--- config.mk ---
export PLATFORM = sky130hd
export DESIGN_NAME = oepc_top
export DESIGN_NICKNAME = d
export VERILOG_FILES = /design/src/shared/oepc_pkg.sv /design/src/shared/oepc_gate_if.sv /design/src/rtl/oepc_gate.sv /design/src/rtl/oepc_top.sv
export SDC_FILE = /design/constraint.sdc
export NUM_CORES = 1
export LEC_CHECK = 0
export BUFFER_PORTS_ARGS = -buffer_cell sky130_fd_sc_hd__buf_4
export CAP_MARGIN = 20
export CORE_UTILIZATION = 47
export DETAILED_ROUTE_END_ITERATION = 8
export HOLD_SLACK_MARGIN = 0.06
export MAX_ROUTING_LAYER = met4
export PLACE_DENSITY = 0.76
export SLEW_MARGIN = 5
export SYNTH_ARGS = -nofsm -noshare
export SYNTH_HDL_FRONTEND = slang
export SYNTH_SLANG_ARGS = --single-unit
--- constraint.sdc ---
create_clock -name mclk_i -period 1.1 [get_ports mclk_i]
set_input_delay 0.22 -clock mclk_i [delete_from_list [all_inputs] [get_ports mclk_i]]
set_output_delay 0.22 -clock mclk_i [all_outputs]
set_load 0.005 [all_outputs]
--- src/shared/oepc_pkg.sv ---
// Constants, field layout and reset values of the pad configuration block
package oepc_pkg;
  // Register indices on the configuration port
  localparam logic       IDX_ENABLE_PIN_CFG = 1'h0;
  localparam logic       IDX_PAD_MISC_CFG   = 1'h1;
  // Enable pin register fields
  localparam int         EP_PULLDOWN_BIT    = 5;
  localparam int         EP_PULLUP_BIT      = 4;
  localparam int         EP_POLARITY_BIT    = 3;
  localparam int         EP_SELECT_BIT      = 0;
  localparam logic [7:0] EP_WRITE_MASK      = 8'h39;
  localparam logic [7:0] EP_RESET           = 8'h10;
  // Pad register fields
  localparam int         PM_STARTUP_LSB     = 6;
  localparam int         PM_PUSHPULL_LSB    = 4;
  localparam int         PM_OPENDRAIN_LSB   = 2;
  localparam int         PM_SDA_PULLUP_BIT  = 1;
  localparam int         PM_SCL_PULLUP_BIT  = 0;
  localparam logic [7:0] PM_WRITE_MASK      = 8'hFF;
  localparam logic [7:0] PM_RESET           = 8'h2F;
  // Startup gating codes
  localparam logic [1:0] STARTUP_GATE_LOCK  = 2'h0;
  localparam logic [1:0] STARTUP_NO_GATE    = 2'h2;
  // Pin and lock synchroniser depth
  localparam int         SYNC_STAGES        = 2;
endpackage : oepc_pkg

--- src/shared/oepc_gate_if.sv ---
// Configuration and result signals between the top and the gating module
`timescale 1ns/1ps
`default_nettype none
interface oepc_gate_if #(parameter int NUM_OUT = 4);
  logic               pin_sel;
  logic               pin_pol;
  logic [1:0]         startup_mode;
  logic [NUM_OUT-1:0] drv_en;
  logic [NUM_OUT-1:0] drv_tristate;
  modport regs (output pin_sel, output pin_pol, output startup_mode,
                input drv_en, input drv_tristate);
  modport gate (input pin_sel, input pin_pol, input startup_mode,
                output drv_en, output drv_tristate);
endinterface : oepc_gate_if
`default_nettype wire

--- src/rtl/oepc_gate.sv ---
// Output driver enable gating: pin sense, startup lock gate, power down
`timescale 1ns/1ps
`default_nettype none
module oepc_gate #(
  parameter int NUM_OUT = 4
) (
  input  wire logic               mclk_i,
  input  wire logic               reset_i,
  input  wire logic               enable_pin_i,
  input  wire logic               pll_lock_i,
  input  wire logic [NUM_OUT-1:0] driver_disable_i,
  input  wire logic [NUM_OUT-1:0] driver_power_down_i,
  oepc_gate_if.gate               gif
);
  logic [1:0] pin_sync_reg;
  logic [1:0] lock_sync_reg;
  logic       startup_open_reg;
  logic       pin_ok;
  logic       gate_open;

  ////////////////////////////////////////////////////////////////////////
  // Two-stage synchronisers for the asynchronous pin and lock level
  always_ff @(posedge mclk_i) begin
    if (reset_i) begin
      pin_sync_reg  <= 2'h0;
      lock_sync_reg <= 2'h0;
    end else begin
      pin_sync_reg  <= {pin_sync_reg[0], enable_pin_i};
      lock_sync_reg <= {lock_sync_reg[0], pll_lock_i};
    end
  end

  // Startup gate opens on first lock and stays open until reset
  always_ff @(posedge mclk_i) begin
    if (reset_i) begin
      startup_open_reg <= 1'b0;
    end else if (lock_sync_reg[1]) begin
      startup_open_reg <= 1'b1;
    end
  end

  // Pin sense; selection one ignores the pin entirely
  assign pin_ok = gif.pin_sel | (pin_sync_reg[1] ^ gif.pin_pol);
  // Reserved startup codes fall back to gating, the safe choice
  assign gate_open = startup_open_reg |
                     (gif.startup_mode == oepc_pkg::STARTUP_NO_GATE);

  // Registered per-driver enable and tri-state
  always_ff @(posedge mclk_i) begin
    if (reset_i) begin
      gif.drv_en       <= '0;
      gif.drv_tristate <= '0;
    end else begin
      for (int i = 0; i < NUM_OUT; i++) begin
        gif.drv_en[i] <= pin_ok & gate_open & ~driver_disable_i[i] &
                         ~driver_power_down_i[i];
        gif.drv_tristate[i] <= driver_power_down_i[i];
      end
    end
  end

  ////////////////////////////////////////////////////////////////////////
  // Checks
  a_pin_disables: assert property (@(posedge mclk_i) disable iff (reset_i)
    (!gif.pin_sel && (pin_sync_reg[1] == gif.pin_pol)) |=> !(|gif.drv_en))
    else $error("drivers on while pin deasserted");
  a_pin_ignored: assert property (@(posedge mclk_i) disable iff (reset_i)
    (gif.pin_sel && gate_open && !driver_disable_i[0] &&
     !driver_power_down_i[0]) |=> gif.drv_en[0])
    else $error("pin level blocked driver with selection one");
  a_startup_gate: assert property (@(posedge mclk_i) disable iff (reset_i)
    (!startup_open_reg && gif.startup_mode != oepc_pkg::STARTUP_NO_GATE)
    |=> !(|gif.drv_en))
    else $error("drivers on before lock");
  a_lock_opens: assert property (@(posedge mclk_i) disable iff (reset_i)
    $rose(lock_sync_reg[1]) |=> startup_open_reg[*3])
    else $error("startup gate did not open on lock");
  a_disable_forces: assert property (@(posedge mclk_i) disable iff (reset_i)
    driver_disable_i[0] |=> !gif.drv_en[0])
    else $error("disabled driver still on");
  a_power_down: assert property (@(posedge mclk_i) disable iff (reset_i)
    driver_power_down_i[0] |=> (gif.drv_tristate[0] && !gif.drv_en[0]))
    else $error("powered-down driver not tri-stated");
endmodule : oepc_gate
`default_nettype wire

--- src/rtl/oepc_top.sv ---
// Top of the output-enable and pad configuration block with its registers
`timescale 1ns/1ps
`default_nettype none
module oepc_top #(
  parameter int NUM_OUT = 4
) (
  input  wire logic               mclk_i,
  input  wire logic               reset_i,
  input  wire logic               cfg_wr_i,
  input  wire logic               cfg_idx_i,
  input  wire logic [7:0]         cfg_wdata_i,
  output logic      [7:0]         cfg_rdata_o,
  input  wire logic               enable_pin_i,
  input  wire logic               pll_lock_i,
  input  wire logic [NUM_OUT-1:0] driver_disable_i,
  input  wire logic [NUM_OUT-1:0] driver_power_down_i,
  output logic      [NUM_OUT-1:0] driver_en_o,
  output logic      [NUM_OUT-1:0] driver_tristate_o,
  output logic                    enable_pin_pulldown_en_o,
  output logic                    enable_pin_pullup_en_o,
  output logic      [1:0]         push_pull_strength_o,
  output logic      [1:0]         open_drain_strength_o,
  output logic                    serial_data_pullup_en_o,
  output logic                    serial_clock_pullup_en_o
);
  // Refuse driver counts the enable vectors cannot carry
  if (NUM_OUT < 1 || NUM_OUT > 16) begin : g_num_out_check
    $error("NUM_OUT out of range");
  end

  logic [7:0] enable_pin_cfg_reg;
  logic [7:0] pad_misc_cfg_reg;
  logic [7:0] rdata_next;

  oepc_gate_if #(.NUM_OUT(NUM_OUT)) gif ();

  ////////////////////////////////////////////////////////////////////////
  // Configuration registers; reserved bits never store
  always_ff @(posedge mclk_i) begin
    if (reset_i) begin
      enable_pin_cfg_reg <= oepc_pkg::EP_RESET;
      pad_misc_cfg_reg   <= oepc_pkg::PM_RESET;
    end else if (cfg_wr_i) begin
      if (cfg_idx_i == oepc_pkg::IDX_ENABLE_PIN_CFG) begin
        enable_pin_cfg_reg <= cfg_wdata_i & oepc_pkg::EP_WRITE_MASK;
      end else begin
        pad_misc_cfg_reg <= cfg_wdata_i & oepc_pkg::PM_WRITE_MASK;
      end
    end
  end

  // Registered read data follows the selected index
  assign rdata_next = (cfg_idx_i == oepc_pkg::IDX_ENABLE_PIN_CFG) ?
                      enable_pin_cfg_reg : pad_misc_cfg_reg;
  always_ff @(posedge mclk_i) begin
    if (reset_i) begin
      cfg_rdata_o <= 8'h00;
    end else begin
      cfg_rdata_o <= rdata_next;
    end
  end

  ////////////////////////////////////////////////////////////////////////
  // Pad controls, registered so outputs come from flops
  always_ff @(posedge mclk_i) begin
    if (reset_i) begin
      // Reset levels come from the register reset words, kept in one place
      enable_pin_pulldown_en_o <=
        oepc_pkg::EP_RESET[oepc_pkg::EP_PULLDOWN_BIT];
      enable_pin_pullup_en_o <=
        oepc_pkg::EP_RESET[oepc_pkg::EP_PULLUP_BIT];
      push_pull_strength_o <=
        oepc_pkg::PM_RESET[oepc_pkg::PM_PUSHPULL_LSB +: 2];
      open_drain_strength_o <=
        oepc_pkg::PM_RESET[oepc_pkg::PM_OPENDRAIN_LSB +: 2];
      serial_data_pullup_en_o <=
        oepc_pkg::PM_RESET[oepc_pkg::PM_SDA_PULLUP_BIT];
      serial_clock_pullup_en_o <=
        oepc_pkg::PM_RESET[oepc_pkg::PM_SCL_PULLUP_BIT];
    end else begin
      enable_pin_pulldown_en_o <=
        enable_pin_cfg_reg[oepc_pkg::EP_PULLDOWN_BIT];
      enable_pin_pullup_en_o <=
        enable_pin_cfg_reg[oepc_pkg::EP_PULLUP_BIT];
      push_pull_strength_o <=
        pad_misc_cfg_reg[oepc_pkg::PM_PUSHPULL_LSB +: 2];
      open_drain_strength_o <=
        pad_misc_cfg_reg[oepc_pkg::PM_OPENDRAIN_LSB +: 2];
      serial_data_pullup_en_o <=
        pad_misc_cfg_reg[oepc_pkg::PM_SDA_PULLUP_BIT];
      serial_clock_pullup_en_o <=
        pad_misc_cfg_reg[oepc_pkg::PM_SCL_PULLUP_BIT];
    end
  end

  ////////////////////////////////////////////////////////////////////////
  // Gating fields to the enable module
  assign gif.pin_sel      = enable_pin_cfg_reg[oepc_pkg::EP_SELECT_BIT];
  assign gif.pin_pol      = enable_pin_cfg_reg[oepc_pkg::EP_POLARITY_BIT];
  assign gif.startup_mode = pad_misc_cfg_reg[oepc_pkg::PM_STARTUP_LSB +: 2];

  oepc_gate #(.NUM_OUT(NUM_OUT)) u_gate (
    .mclk_i              (mclk_i),
    .reset_i             (reset_i),
    .enable_pin_i        (enable_pin_i),
    .pll_lock_i          (pll_lock_i),
    .driver_disable_i    (driver_disable_i),
    .driver_power_down_i (driver_power_down_i),
    .gif                 (gif.gate)
  );

  // Enables are already registered inside the gating module
  assign driver_en_o       = gif.drv_en;
  assign driver_tristate_o = gif.drv_tristate;

  ////////////////////////////////////////////////////////////////////////
  // Checks
  a_pulldown_bit: assert property (@(posedge mclk_i) disable iff (reset_i)
    ##1 enable_pin_pulldown_en_o ==
        $past(enable_pin_cfg_reg[oepc_pkg::EP_PULLDOWN_BIT]))
    else $error("pull-down does not follow bit 5");
  a_pullup_reset: assert property (@(posedge mclk_i)
    $fell(reset_i) |-> (enable_pin_pullup_en_o && serial_data_pullup_en_o
                        && serial_clock_pullup_en_o))
    else $error("pull-ups not on after reset");
  a_strength_codes: assert property (@(posedge mclk_i) disable iff (reset_i)
    (cfg_wr_i && cfg_idx_i == oepc_pkg::IDX_PAD_MISC_CFG) |=> ##1
    (push_pull_strength_o == $past(cfg_wdata_i[5:4], 2) &&
     open_drain_strength_o == $past(cfg_wdata_i[3:2], 2)))
    else $error("strength codes not applied");
  a_serial_pullups: assert property (@(posedge mclk_i) disable iff (reset_i)
    (cfg_wr_i && cfg_idx_i == oepc_pkg::IDX_PAD_MISC_CFG) |=> ##1
    (serial_data_pullup_en_o == $past(cfg_wdata_i[1], 2) &&
     serial_clock_pullup_en_o == $past(cfg_wdata_i[0], 2)))
    else $error("serial pull-ups not applied");
  a_reserved_zero: assert property (@(posedge mclk_i) disable iff (reset_i)
    (enable_pin_cfg_reg & ~oepc_pkg::EP_WRITE_MASK) == 8'h00)
    else $error("reserved enable-pin bits set");
endmodule : oepc_top
`default_nettype wire

==> qor.yml, run 1 <==
skew_ns: 0.0141
synth_top_family_by_area: "simple AND/OR/NAND/NOR gates"
grt_use_met3: 0.0861
place_congestion: 0.809
core_um2: 2570
synthTopCellsByCount: "41 x dfxtp_1, 11 x nor2b_1, 10 x nor2_1, 7 x mux2i_1"
synth_area_leaders: "dfxtp_1 63%, mux2i_1 5.3%, nor2b_1 5.2%"
yosysSeqAreaShare: 0.625
finalCriticalPeriod_ns: 1.03
routed_wirelength_um: 2650
vias: 995
hold_depth: 2
synth_edf_count: 0
tightest_slew_ns: 0.348
dpl_cell_area_um2: 1670
synth_compound_area_frac: 0.0572
synth_fa_ha_area_frac: 0
crit_type: "reg2out"
syn_inst: 116
layout_setup_ws_ns: 0.0658
hold_viol: 0
grt_overflow: 0
power_leakage_nw: 0.830
timing.setup.tns_ns: 0
drt_iter0_drc: 13
rsz0062_at_grt: "false"
drc_errors: 0
synthMuxAreaShare: 0.0534
syn_area_per_cell_um2: 11.3
crit_path_max_fanout: 1
outcome: "finished, final reports clean"
fin_util: 0.703
die_x_um: 54.8
dp_hpwl_um: 1760
cts_buffers: 5
nNetsFinal: 194
synth_top_area_frac: 0.625
r2r-end: "u_gate.gif.drv_en[0]"
ctsResizeCount: 0
grtUsageMet1: 0.198
ys_ff_latch: 41
grt_pass1_wl_um: 3970
maxCapViolCount: 0
synthFlopType: "dfxtp_1"
drt-pass1-iter-count: 4
relSlewSlack: 0.767
startpoint_type: "flop"
wire_per_inst_um: 13.0
power_mw: 2.59
yosysWarnings: 0
dp_slack_ns: 0.0549
post-cts-setup-buffers: 0
cts_num_sinks: 41
peakVddDrop_mv: 1.20
vias_per_cell: 4.90
syn_nets: 138
hold_path_startpoint: "cfg_wdata_i[4]"
fin_area_um2: 1800
worst_path_max_delay_cell: "dfxtp_1"
path_cells: "buf_4"
timing.rr.start: "pad_misc_cfg_reg[7]"
yosys.area_share.xor_xnor: 0.00667
ctsHoldBuffers: 8
initial_utilization: 0.511
setup_viol: 0
grt_max_degree: 17
path_buf_inv: 1
synth_top_area_cell: "dfxtp_1"
crit_path_end_kind: "primary output"
cp_slowest_stage_delay_ns: 0.33
gr-usage-met2: 0.349
r2r_cells: 3
antenna_found_initial: 0
root_buffer: "clkbuf_4"
top_usage_layer: "met2"
synth_most_common_cell: "dfxtp_1"
diodes: 0
area_growth_pct: 37.5
portBuffers: 45
async_flop_share: 0
finalCritPeriodShare: 0.940
syn_area_um2: 1310
finalMaxSlewViolations: 0
grt_use_total: 0.207
max_freq_mhz: 967
cts_buffer_depth: 2
crit_family: "flip-flops"
r2r_slack_ns: 0.12
synth.distinct_cells: 21
cp_data_required_time_ns: 0.88
synthSimpleGateAreaFrac: 0.219
ctsHtreeMaxLevel: 2
rows: 18
cts_tree: "yes"
hold_end: "enable_pin_cfg_reg[4]"
clock_latency_ns: 0.35
drtAntennaViolNets: 0
die_area_um2: 3010
worstHoldPathType: "in2reg"
drive_gt1_frac: 0.370
power_density_nw_per_um2: 1440
dieHeight_um: 54.8
cts.reportedPaths.clkPinSlew_ns: 0.12
ioPinCount: 46
grt_pass1_vias: 911
cp_data_arrival_time_ns: 0.81
## worst max-delay path by stage
stage,cells after the start,from,to,slack (ns)
detailed placement,4,cfg_idx_i,enable_pin_cfg_reg[4],0.05
floorplan,5,cfg_wr_i,enable_pin_cfg_reg[4],0.14
global route,1,u_gate.gif.drv_tristate[3],driver_tristate_o[3],0.02
CTS,1,u_gate.gif.drv_tristate[3],driver_tristate_o[3],0.08
global placement,4,cfg_idx_i,enable_pin_cfg_reg[4],0.09
finish,1,u_gate.gif.drv_tristate[3],driver_tristate_o[3],0.07
## cells by family (layout without fill, tap and decap cells)
logic type,count (synthesis),in the layout
xor gates and xnor gates,1,1
AOI/OAI and AO/OA,10,10
buffers and inverters,7,64
and+or+nand+nor,50,50
muxes,7,7
DFF,41,41
## where the power goes
group	switching, mW	internal [mW]	total, mW
sequential	0.0298	1.56	1.58
combinational	0.114	0.181	0.295
clock	0.467	0.244	0.710
## through the flow
stage / hold slack, ns / std cells
2_1_floorplan: 0.298 / 116
3_3_place_gp: 0.383 / 187
3_5_place_dp: 0.387 / 187
4_1_cts: 0.0784 / 203
5_1_grt: 0.0680 / 203
6_report: 0.0794 / 203
## layout by cell type, fill, tap and decap left out
master	count
buf_4	47
dfxtp_1	41
nor2b_1	11
nor2_1	10
dlygate4sd3_1	8
mux2i_1	7
or2_2	6
a211o_1	6
and3_1	5
clkbuf_4	5
nor4_1	4
and2_1	4
nand3_1	3
nand2_1	3
a21oi_1	3
clkinv_2	2
nand2_2	1
o21bai_1	1
xor2_1	1
nor2b_4	1
and2b_1	1
nor2b_2	1
clkbuf_1	1
buf_12	1
## per-layer routing
| layer | vias up | part of all wire |
|---|---|---|
| met3 | 5 | 0.058 |
| met4 | 0 | 0.020 |
| li1 | 494 | - |
| met5 | - | 0 |
| met1 | 464 | 0.38 |
| met2 | 32 | 0.54 |
## layout make-up
| type | instances | area [um^2] |
|---|---|---|
| clock buffers | 6 | 41.3 |
| fillers | 220 | 763 |
| flip-flops and latches | 41 | 821 |
| well taps | 30 | 37.5 |
| repair buffers | 56 | 453 |
| clock inverters | 2 | 10.0 |
| multi-input cells | 68 | 442 |
Note: power is estimated with default switching activity, not from simulation.
==> inputs of run 2 (changes only) <==
Settings changed: GPL_ROUTABILITY_DRIVEN from default to 1, SETUP_SLACK_MARGIN from default to 0.4.
==> run 2 against run 1 <==
Against the previous run: register-to-register slack improved by 0.03 ns; final area is 8.0% higher; sequential cell count unchanged; non-clock buffer count is 7 lower; combinational power rose by 8.8%; critical path depth unchanged; largest cell class unchanged.
==> qor.yml, run 2 (synthesis gave the netlist of run 1 again) <==
outcome: "finished, final reports clean"  # unchanged
root_buffer: "clkbuf_4"  # unchanged
hold_depth: 2  # unchanged
max_freq_mhz: 1000  # was 967 MHz
hold_path_startpoint: "driver_disable_i[2]"  # was cfg_wdata_i[4]
worstHoldPathType: "in2reg"  # unchanged
grt_pass1_wl_um: 3740  # was 3970 um
peakVddDrop_mv: 1.42  # was 1.20 mV
r2r_slack_ns: 0.15  # was 0.12 ns
startpoint_type: "flop"  # unchanged
core_um2: 2570  # unchanged
crit_path_max_fanout: 1  # unchanged
place_congestion: 0.713  # was 0.809
worst_path_max_delay_cell: "dfxtp_2"  # was dfxtp_1
grt_pass1_vias: 882  # was 911
vias_per_cell: 4.84  # was 4.90
dp_hpwl_um: 1670  # was 1760 um
path_buf_inv: 1  # unchanged
portBuffers: 45  # unchanged
cts_buffers: 5  # unchanged
ioPinCount: 46  # unchanged
dieHeight_um: 54.8  # unchanged
cts.reportedPaths.clkPinSlew_ns: 0.11  # was 0.12 ns
area_growth_pct: 48.4  # was 37.5%
rsz0062_at_grt: "true"  # was false
relSlewSlack: 0.852  # was 0.767
mostFrequentLayoutCell: "buf_4"  # unchanged
routed_wirelength_um: 2520  # was 2650 um
grt_use_total: 0.189  # was 0.207
dpl.cell_count: 187  # unchanged
grt_max_degree: 19  # was 17
r2r_cells: 3  # unchanged
die_area_um2: 3010  # unchanged
finalMaxSlewViolations: 0  # unchanged
drive_gt1_frac: 0.620  # was 0.370
clock_latency_ns: 0.34  # was 0.35 ns
crit_path_end_kind: "primary output"  # unchanged
timing.setup.tns_ns: 0  # unchanged
hold_viol: 0  # unchanged
finalCritPeriodShare: 0.908  # was 0.940
cp_data_required_time_ns: 0.88  # about the same
finalCriticalPeriod_ns: 0.999  # was 1.03 ns
final_cells: 196  # was 203
wire_per_inst_um: 12.9  # was 13.0 um
cp_slowest_stage_delay_ns: 0.34  # was 0.33 ns
cts_tree: "yes"  # unchanged
cp_data_arrival_time_ns: 0.78  # was 0.81 ns
power_mw: 2.74  # was 2.59 mW
final_cell_mix: "29 x buf_4, 25 x dfxtp_2, 20 x buf_6"  # was 47 x buf_4, 41 x dfxtp_1, 11 x nor2b_1
power_density_nw_per_um2: 1410  # was 1440 nW/um^2
grt_overflow: 0  # unchanged
path_cells: "buf_6"  # was buf_4
timing.rr.start: "pad_misc_cfg_reg[7]"  # unchanged
hold_end: "u_gate.gif.drv_en[2]"  # was enable_pin_cfg_reg[4]
nNetsFinal: 187  # was 194
vias: 948  # was 995
drc_errors: 0  # unchanged
tightest_slew_ns: 0.221  # was 0.348 ns
power_leakage_nw: 0.853  # was 0.830 nW
crit_family: "flip-flops"  # unchanged
cts_buffer_depth: 2  # unchanged
antenna_found_initial: 0  # unchanged
r2r-end: "u_gate.gif.drv_en[0]"  # unchanged
diodes: 0  # unchanged
crit_type: "reg2out"  # unchanged
drtAntennaViolNets: 0  # unchanged
setup_viol: 0  # unchanged
maxCapViolCount: 0  # unchanged
fin_util: 0.759  # was 0.703
skew_ns: 0.00612  # was 0.0141 ns
rows: 18  # unchanged
initial_utilization: 0.511  # unchanged
ctsHtreeMaxLevel: 2  # unchanged
drt-pass1-iter-count: 4  # unchanged
drt_iter0_drc: 12  # was 13
cts_num_sinks: 41  # unchanged
die_x_um: 54.8  # unchanged
fill_cells: 186  # was 220
-- run 2: worst max-delay path by stage --
stage                                      start                     end  slack, ns  cells past startpoint
after floorplan                         cfg_wr_i   enable_pin_cfg_reg[4]       0.15                      4
after global placement                 cfg_idx_i     pad_misc_cfg_reg[5]        0.1                      3
after detailed placement               cfg_idx_i     pad_misc_cfg_reg[5]       0.07                      3
after CTS                 enable_pin_pullup_en_o  enable_pin_pullup_en_o       0.09                      1
after global routing        u_gate.gif.drv_en[2]          driver_en_o[2]       0.06                      1
final                       u_gate.gif.drv_en[0]          driver_en_o[0]       0.10                      1
-- run 2: what timing repair did --
item | CTS | global route
setup endpoints to repair | 29 | 35
setup buffers | 1 | 0
gates resized for setup | 12 | 52
hold endpoints to repair | 4 | 4
cloned | 0 | 0
pin swaps | 1 | 2
-- run 2: area by class of cell --
| class | count | area (um^2) | share of cell area |
|---|---|---|---|
| Tap cell | 30 | 37.5 | 0.0193 |
| Clock buffer | 7 | 65.1 | 0.0334 |
| Timing Repair Buffer | 49 | 443 | 0.227 |
| Sequential cell | 41 | 860 | 0.441 |
| Multi-Input combinational cell | 68 | 538 | 0.276 |
| Clock inverter | 1 | 5.00 | 0.00257 |
-- run 2: power by group --
group	internal [mW]	leakage, nW	switching (mW)	total (mW)
Sequential	1.56	0.340	0.0415	1.60
Combinational	0.198	0.471	0.123	0.321
Clock	0.371	0.0413	0.447	0.817
-- run 2: through the flow --
step           hold WS (ns)  worst slack (ns)  cell area [um^2]
2_1_floorplan         0.298             0.151              1370
3_3_place_gp          0.384            0.0979              1680
3_5_place_dp          0.386            0.0655              1680
4_1_cts              0.0177            0.0862              1790
5_1_grt             0.00578            0.0644              1950
6_report             0.0243             0.101              1950
-- run 2: layer usage --
layer | track usage | share of wire | vias to the layer above
met3 | 0.0611 | 0.061 | 3
met2 | 0.293 | 0.52 | 33
met5 | - | 0 | -
met1 | 0.218 | 0.41 | 435
met4 | 0.0897 | 0.0075 | 0
li1 | - | - | 477
==> inputs of run 3 (changes only) <==
Settings changed: CORE_UTILIZATION 47 to 51, PLACE_DENSITY 0.76 to 0.81.
Clock period 1.1 ns to 1.3 ns, I/O delays scaled along.
==> run 3 against run 2 <==
Against the previous run: worst setup slack improved by 0.16 ns; non-clock buffer count increased by 4; wire length decreased by 0.44%; clock-buffer cell count increased by 1; clock power decreased by 29%; global-route usage increased by 0.25 points.
==> qor.yml, run 3 (synthesis gave the netlist of run 1 again) <==
power_density_nw_per_um2: 1170  # was 1410 nW/um^2
worst_path_max_delay_cell: "dfxtp_2"  # unchanged
die_x_um: 52.7  # was 54.8 um
mostFrequentLayoutCell: "buf_4"  # unchanged
worstHoldPathType: "in2reg"  # unchanged
root_buffer: "clkbuf_4"  # unchanged
timing.setup.tns_ns: 0  # unchanged
wire_per_inst_um: 12.6  # was 12.9 um
cts.reportedPaths.clkPinSlew_ns: 0.11  # about the same
finalCriticalPeriod_ns: 1.04
setup_viol: 0  # unchanged
cts_buffers: 5  # unchanged
r2r_slack_ns: 0.40  # was 0.15 ns
drt_iter0_drc: 6  # was 12
area_growth_pct: 42.0  # was 48.4%
routed_wirelength_um: 2510  # was 2520 um
r2r_cells: 3  # unchanged
whs_ns: 0.0651  # was 0.0243 ns
rsz0062_at_grt: "true"  # unchanged
finalMaxSlewViolations: 0  # unchanged
relSlewSlack: 0.826  # was 0.852
dpl.cell_count: 185  # was 187
grt_pass1_vias: 799  # was 882
antenna_found_initial: 0  # unchanged
grt_max_degree: 31  # was 19
cts_buffer_depth: 2  # unchanged
drtAntennaViolNets: 0  # unchanged
portBuffers: 45  # unchanged
cp_data_arrival_time_ns: 0.78  # about the same
die_area_um2: 2780  # was 3010 um^2
final_cells: 200  # was 196
dp_hpwl_um: 1600  # was 1670 um
maxCapViolCount: 0  # unchanged
crit_family: "flip-flops"  # unchanged
initial_utilization: 0.535  # was 0.511
outcome: "finished, final reports clean"  # unchanged
dieHeight_um: 52.7  # was 54.8 um
clock_latency_ns: 0.34  # about the same
ioPinCount: 46  # unchanged
endpoint: "driver_tristate_o[0]"  # was driver_en_o[0]
ctsHtreeMaxLevel: 2  # unchanged
drive_gt1_frac: 0.500  # was 0.620
crit_path_end_kind: "primary output"  # unchanged
skew_ns: 0.00642  # was 0.00612 ns
crit_path_max_fanout: 1  # unchanged
startpoint_type: "flop"  # unchanged
path_depth: 1  # unchanged
fin_util: 0.759  # about the same
crit_start: "u_gate.gif.drv_tristate[0]"  # was u_gate.gif.drv_en[0]
core_um2: 2450  # was 2570 um^2
grt_overflow: 0  # unchanged
diodes: 0  # unchanged
rows: 18  # unchanged
grt_use_total: 0.191  # was 0.189
drc_errors: 0  # unchanged
cp_slowest_stage_delay_ns: 0.34  # about the same
vias_per_cell: 4.87  # was 4.84
cp_data_required_time_ns: 1.04  # was 0.88 ns
hold_viol: 0  # unchanged
place_congestion: 0.782  # was 0.713
timing.rr.start: "pad_misc_cfg_reg[7]"  # unchanged
max_freq_mhz: 958
tightest_slew_ns: 0.261  # was 0.221 ns
path_buf_inv: 1  # unchanged
nNetsFinal: 191  # was 187
cts_tree: "yes"  # unchanged
peakVddDrop_mv: 1.07  # was 1.42 mV
power_leakage_nw: 0.830  # was 0.853 nW
crit_type: "reg2out"  # unchanged
path_cells: "buf_6"  # unchanged
final_cell_mix: "35 x buf_4, 24 x dfxtp_1, 17 x dfxtp_2"  # was 29 x buf_4, 25 x dfxtp_2, 20 x buf_6
drt-pass1-iter-count: 4  # unchanged
r2r-end: "u_gate.gif.drv_en[3]"  # was u_gate.gif.drv_en[0]
cts_num_sinks: 41  # unchanged
vias: 973  # was 948
grt_pass1_wl_um: 3530  # was 3740 um
finalCritPeriodShare: 0.803
==> run 3: cell count changes in the layout (fill, tap and decap cells not counted), moves of 2 or more <==
cell	before	now
dfxtp_2	25	17
clkbuf_8	2	0
nor4_1	0	2
nor4_2	4	2
or2_2	0	6
buf_6	20	14
dfxtp_4	2	0
clkbuf_1	0	3
or2_4	6	0
dlygate4sd3_1	0	4
dfxtp_1	14	24
buf_4	29	35
==> run 3: power breakdown <==
group,switching (mW),internal (mW),leakage (nW)
combinational,0.0995,0.159,0.463
sequential,0.0300,1.32,0.340
clock,0.364,0.216,0.0265
total,0.494,1.70,0.830
==> run 3: worst min-delay path by stage <==
| stage | from | end | slack, ns | cells after the start |
|---|---|---|---|---|
| after floorplan | driver_disable_i[0] | u_gate.gif.drv_en[0] | 0.34 | 1 |
| after global placement | u_gate.lock_sync_reg[1] | u_gate.startup_open_reg | 0.42 | 2 |
| after detailed placement | u_gate.lock_sync_reg[1] | u_gate.startup_open_reg | 0.43 | 2 |
| after CTS | driver_disable_i[0] | u_gate.gif.drv_en[0] | 0.05 | 2 |
| after global routing | driver_disable_i[2] | u_gate.gif.drv_en[2] | 0.03 | 2 |
| final | driver_disable_i[2] | u_gate.gif.drv_en[2] | 0.07 | 2 |
==> run 3: per-layer routing <==
| metal | GRT usage | share of wire |
|---|---|---|
| met3 | 0.0957 | 0.055 |
| met1 | 0.221 | 0.42 |
| met4 | 0.0921 | 0.020 |
| met5 | - | 0 |
| met2 | 0.274 | 0.51 |
==> run 3: through the flow <==
stage                     area [um^2]  setup WS (ns)  power [mW]
final                            1860          0.256        2.19
after floorplan                  1340          0.311        1.49
after CTS                        1740          0.242        2.17
after global routing             1860          0.198        2.31
after detailed placement         1650          0.224        1.59
after global placement           1650          0.244        1.58
==> run 3: repair_timing <==
item,CTS,global route
cloned,0,0
setup buffers,1,2
setup endpoints to repair,28,28
resized for setup,14,24
pin swaps,1,1
endpoints found under the hold margin,3,4
==> run 3: final cells by class <==
type / count / area [um^2]
clock buffer: 8 / 48.8
fill: 160 / 591
multi-input combinational: 68 / 475
sequential: 41 / 842
tap: 30 / 37.5
timing repair buffer: 53 / 460
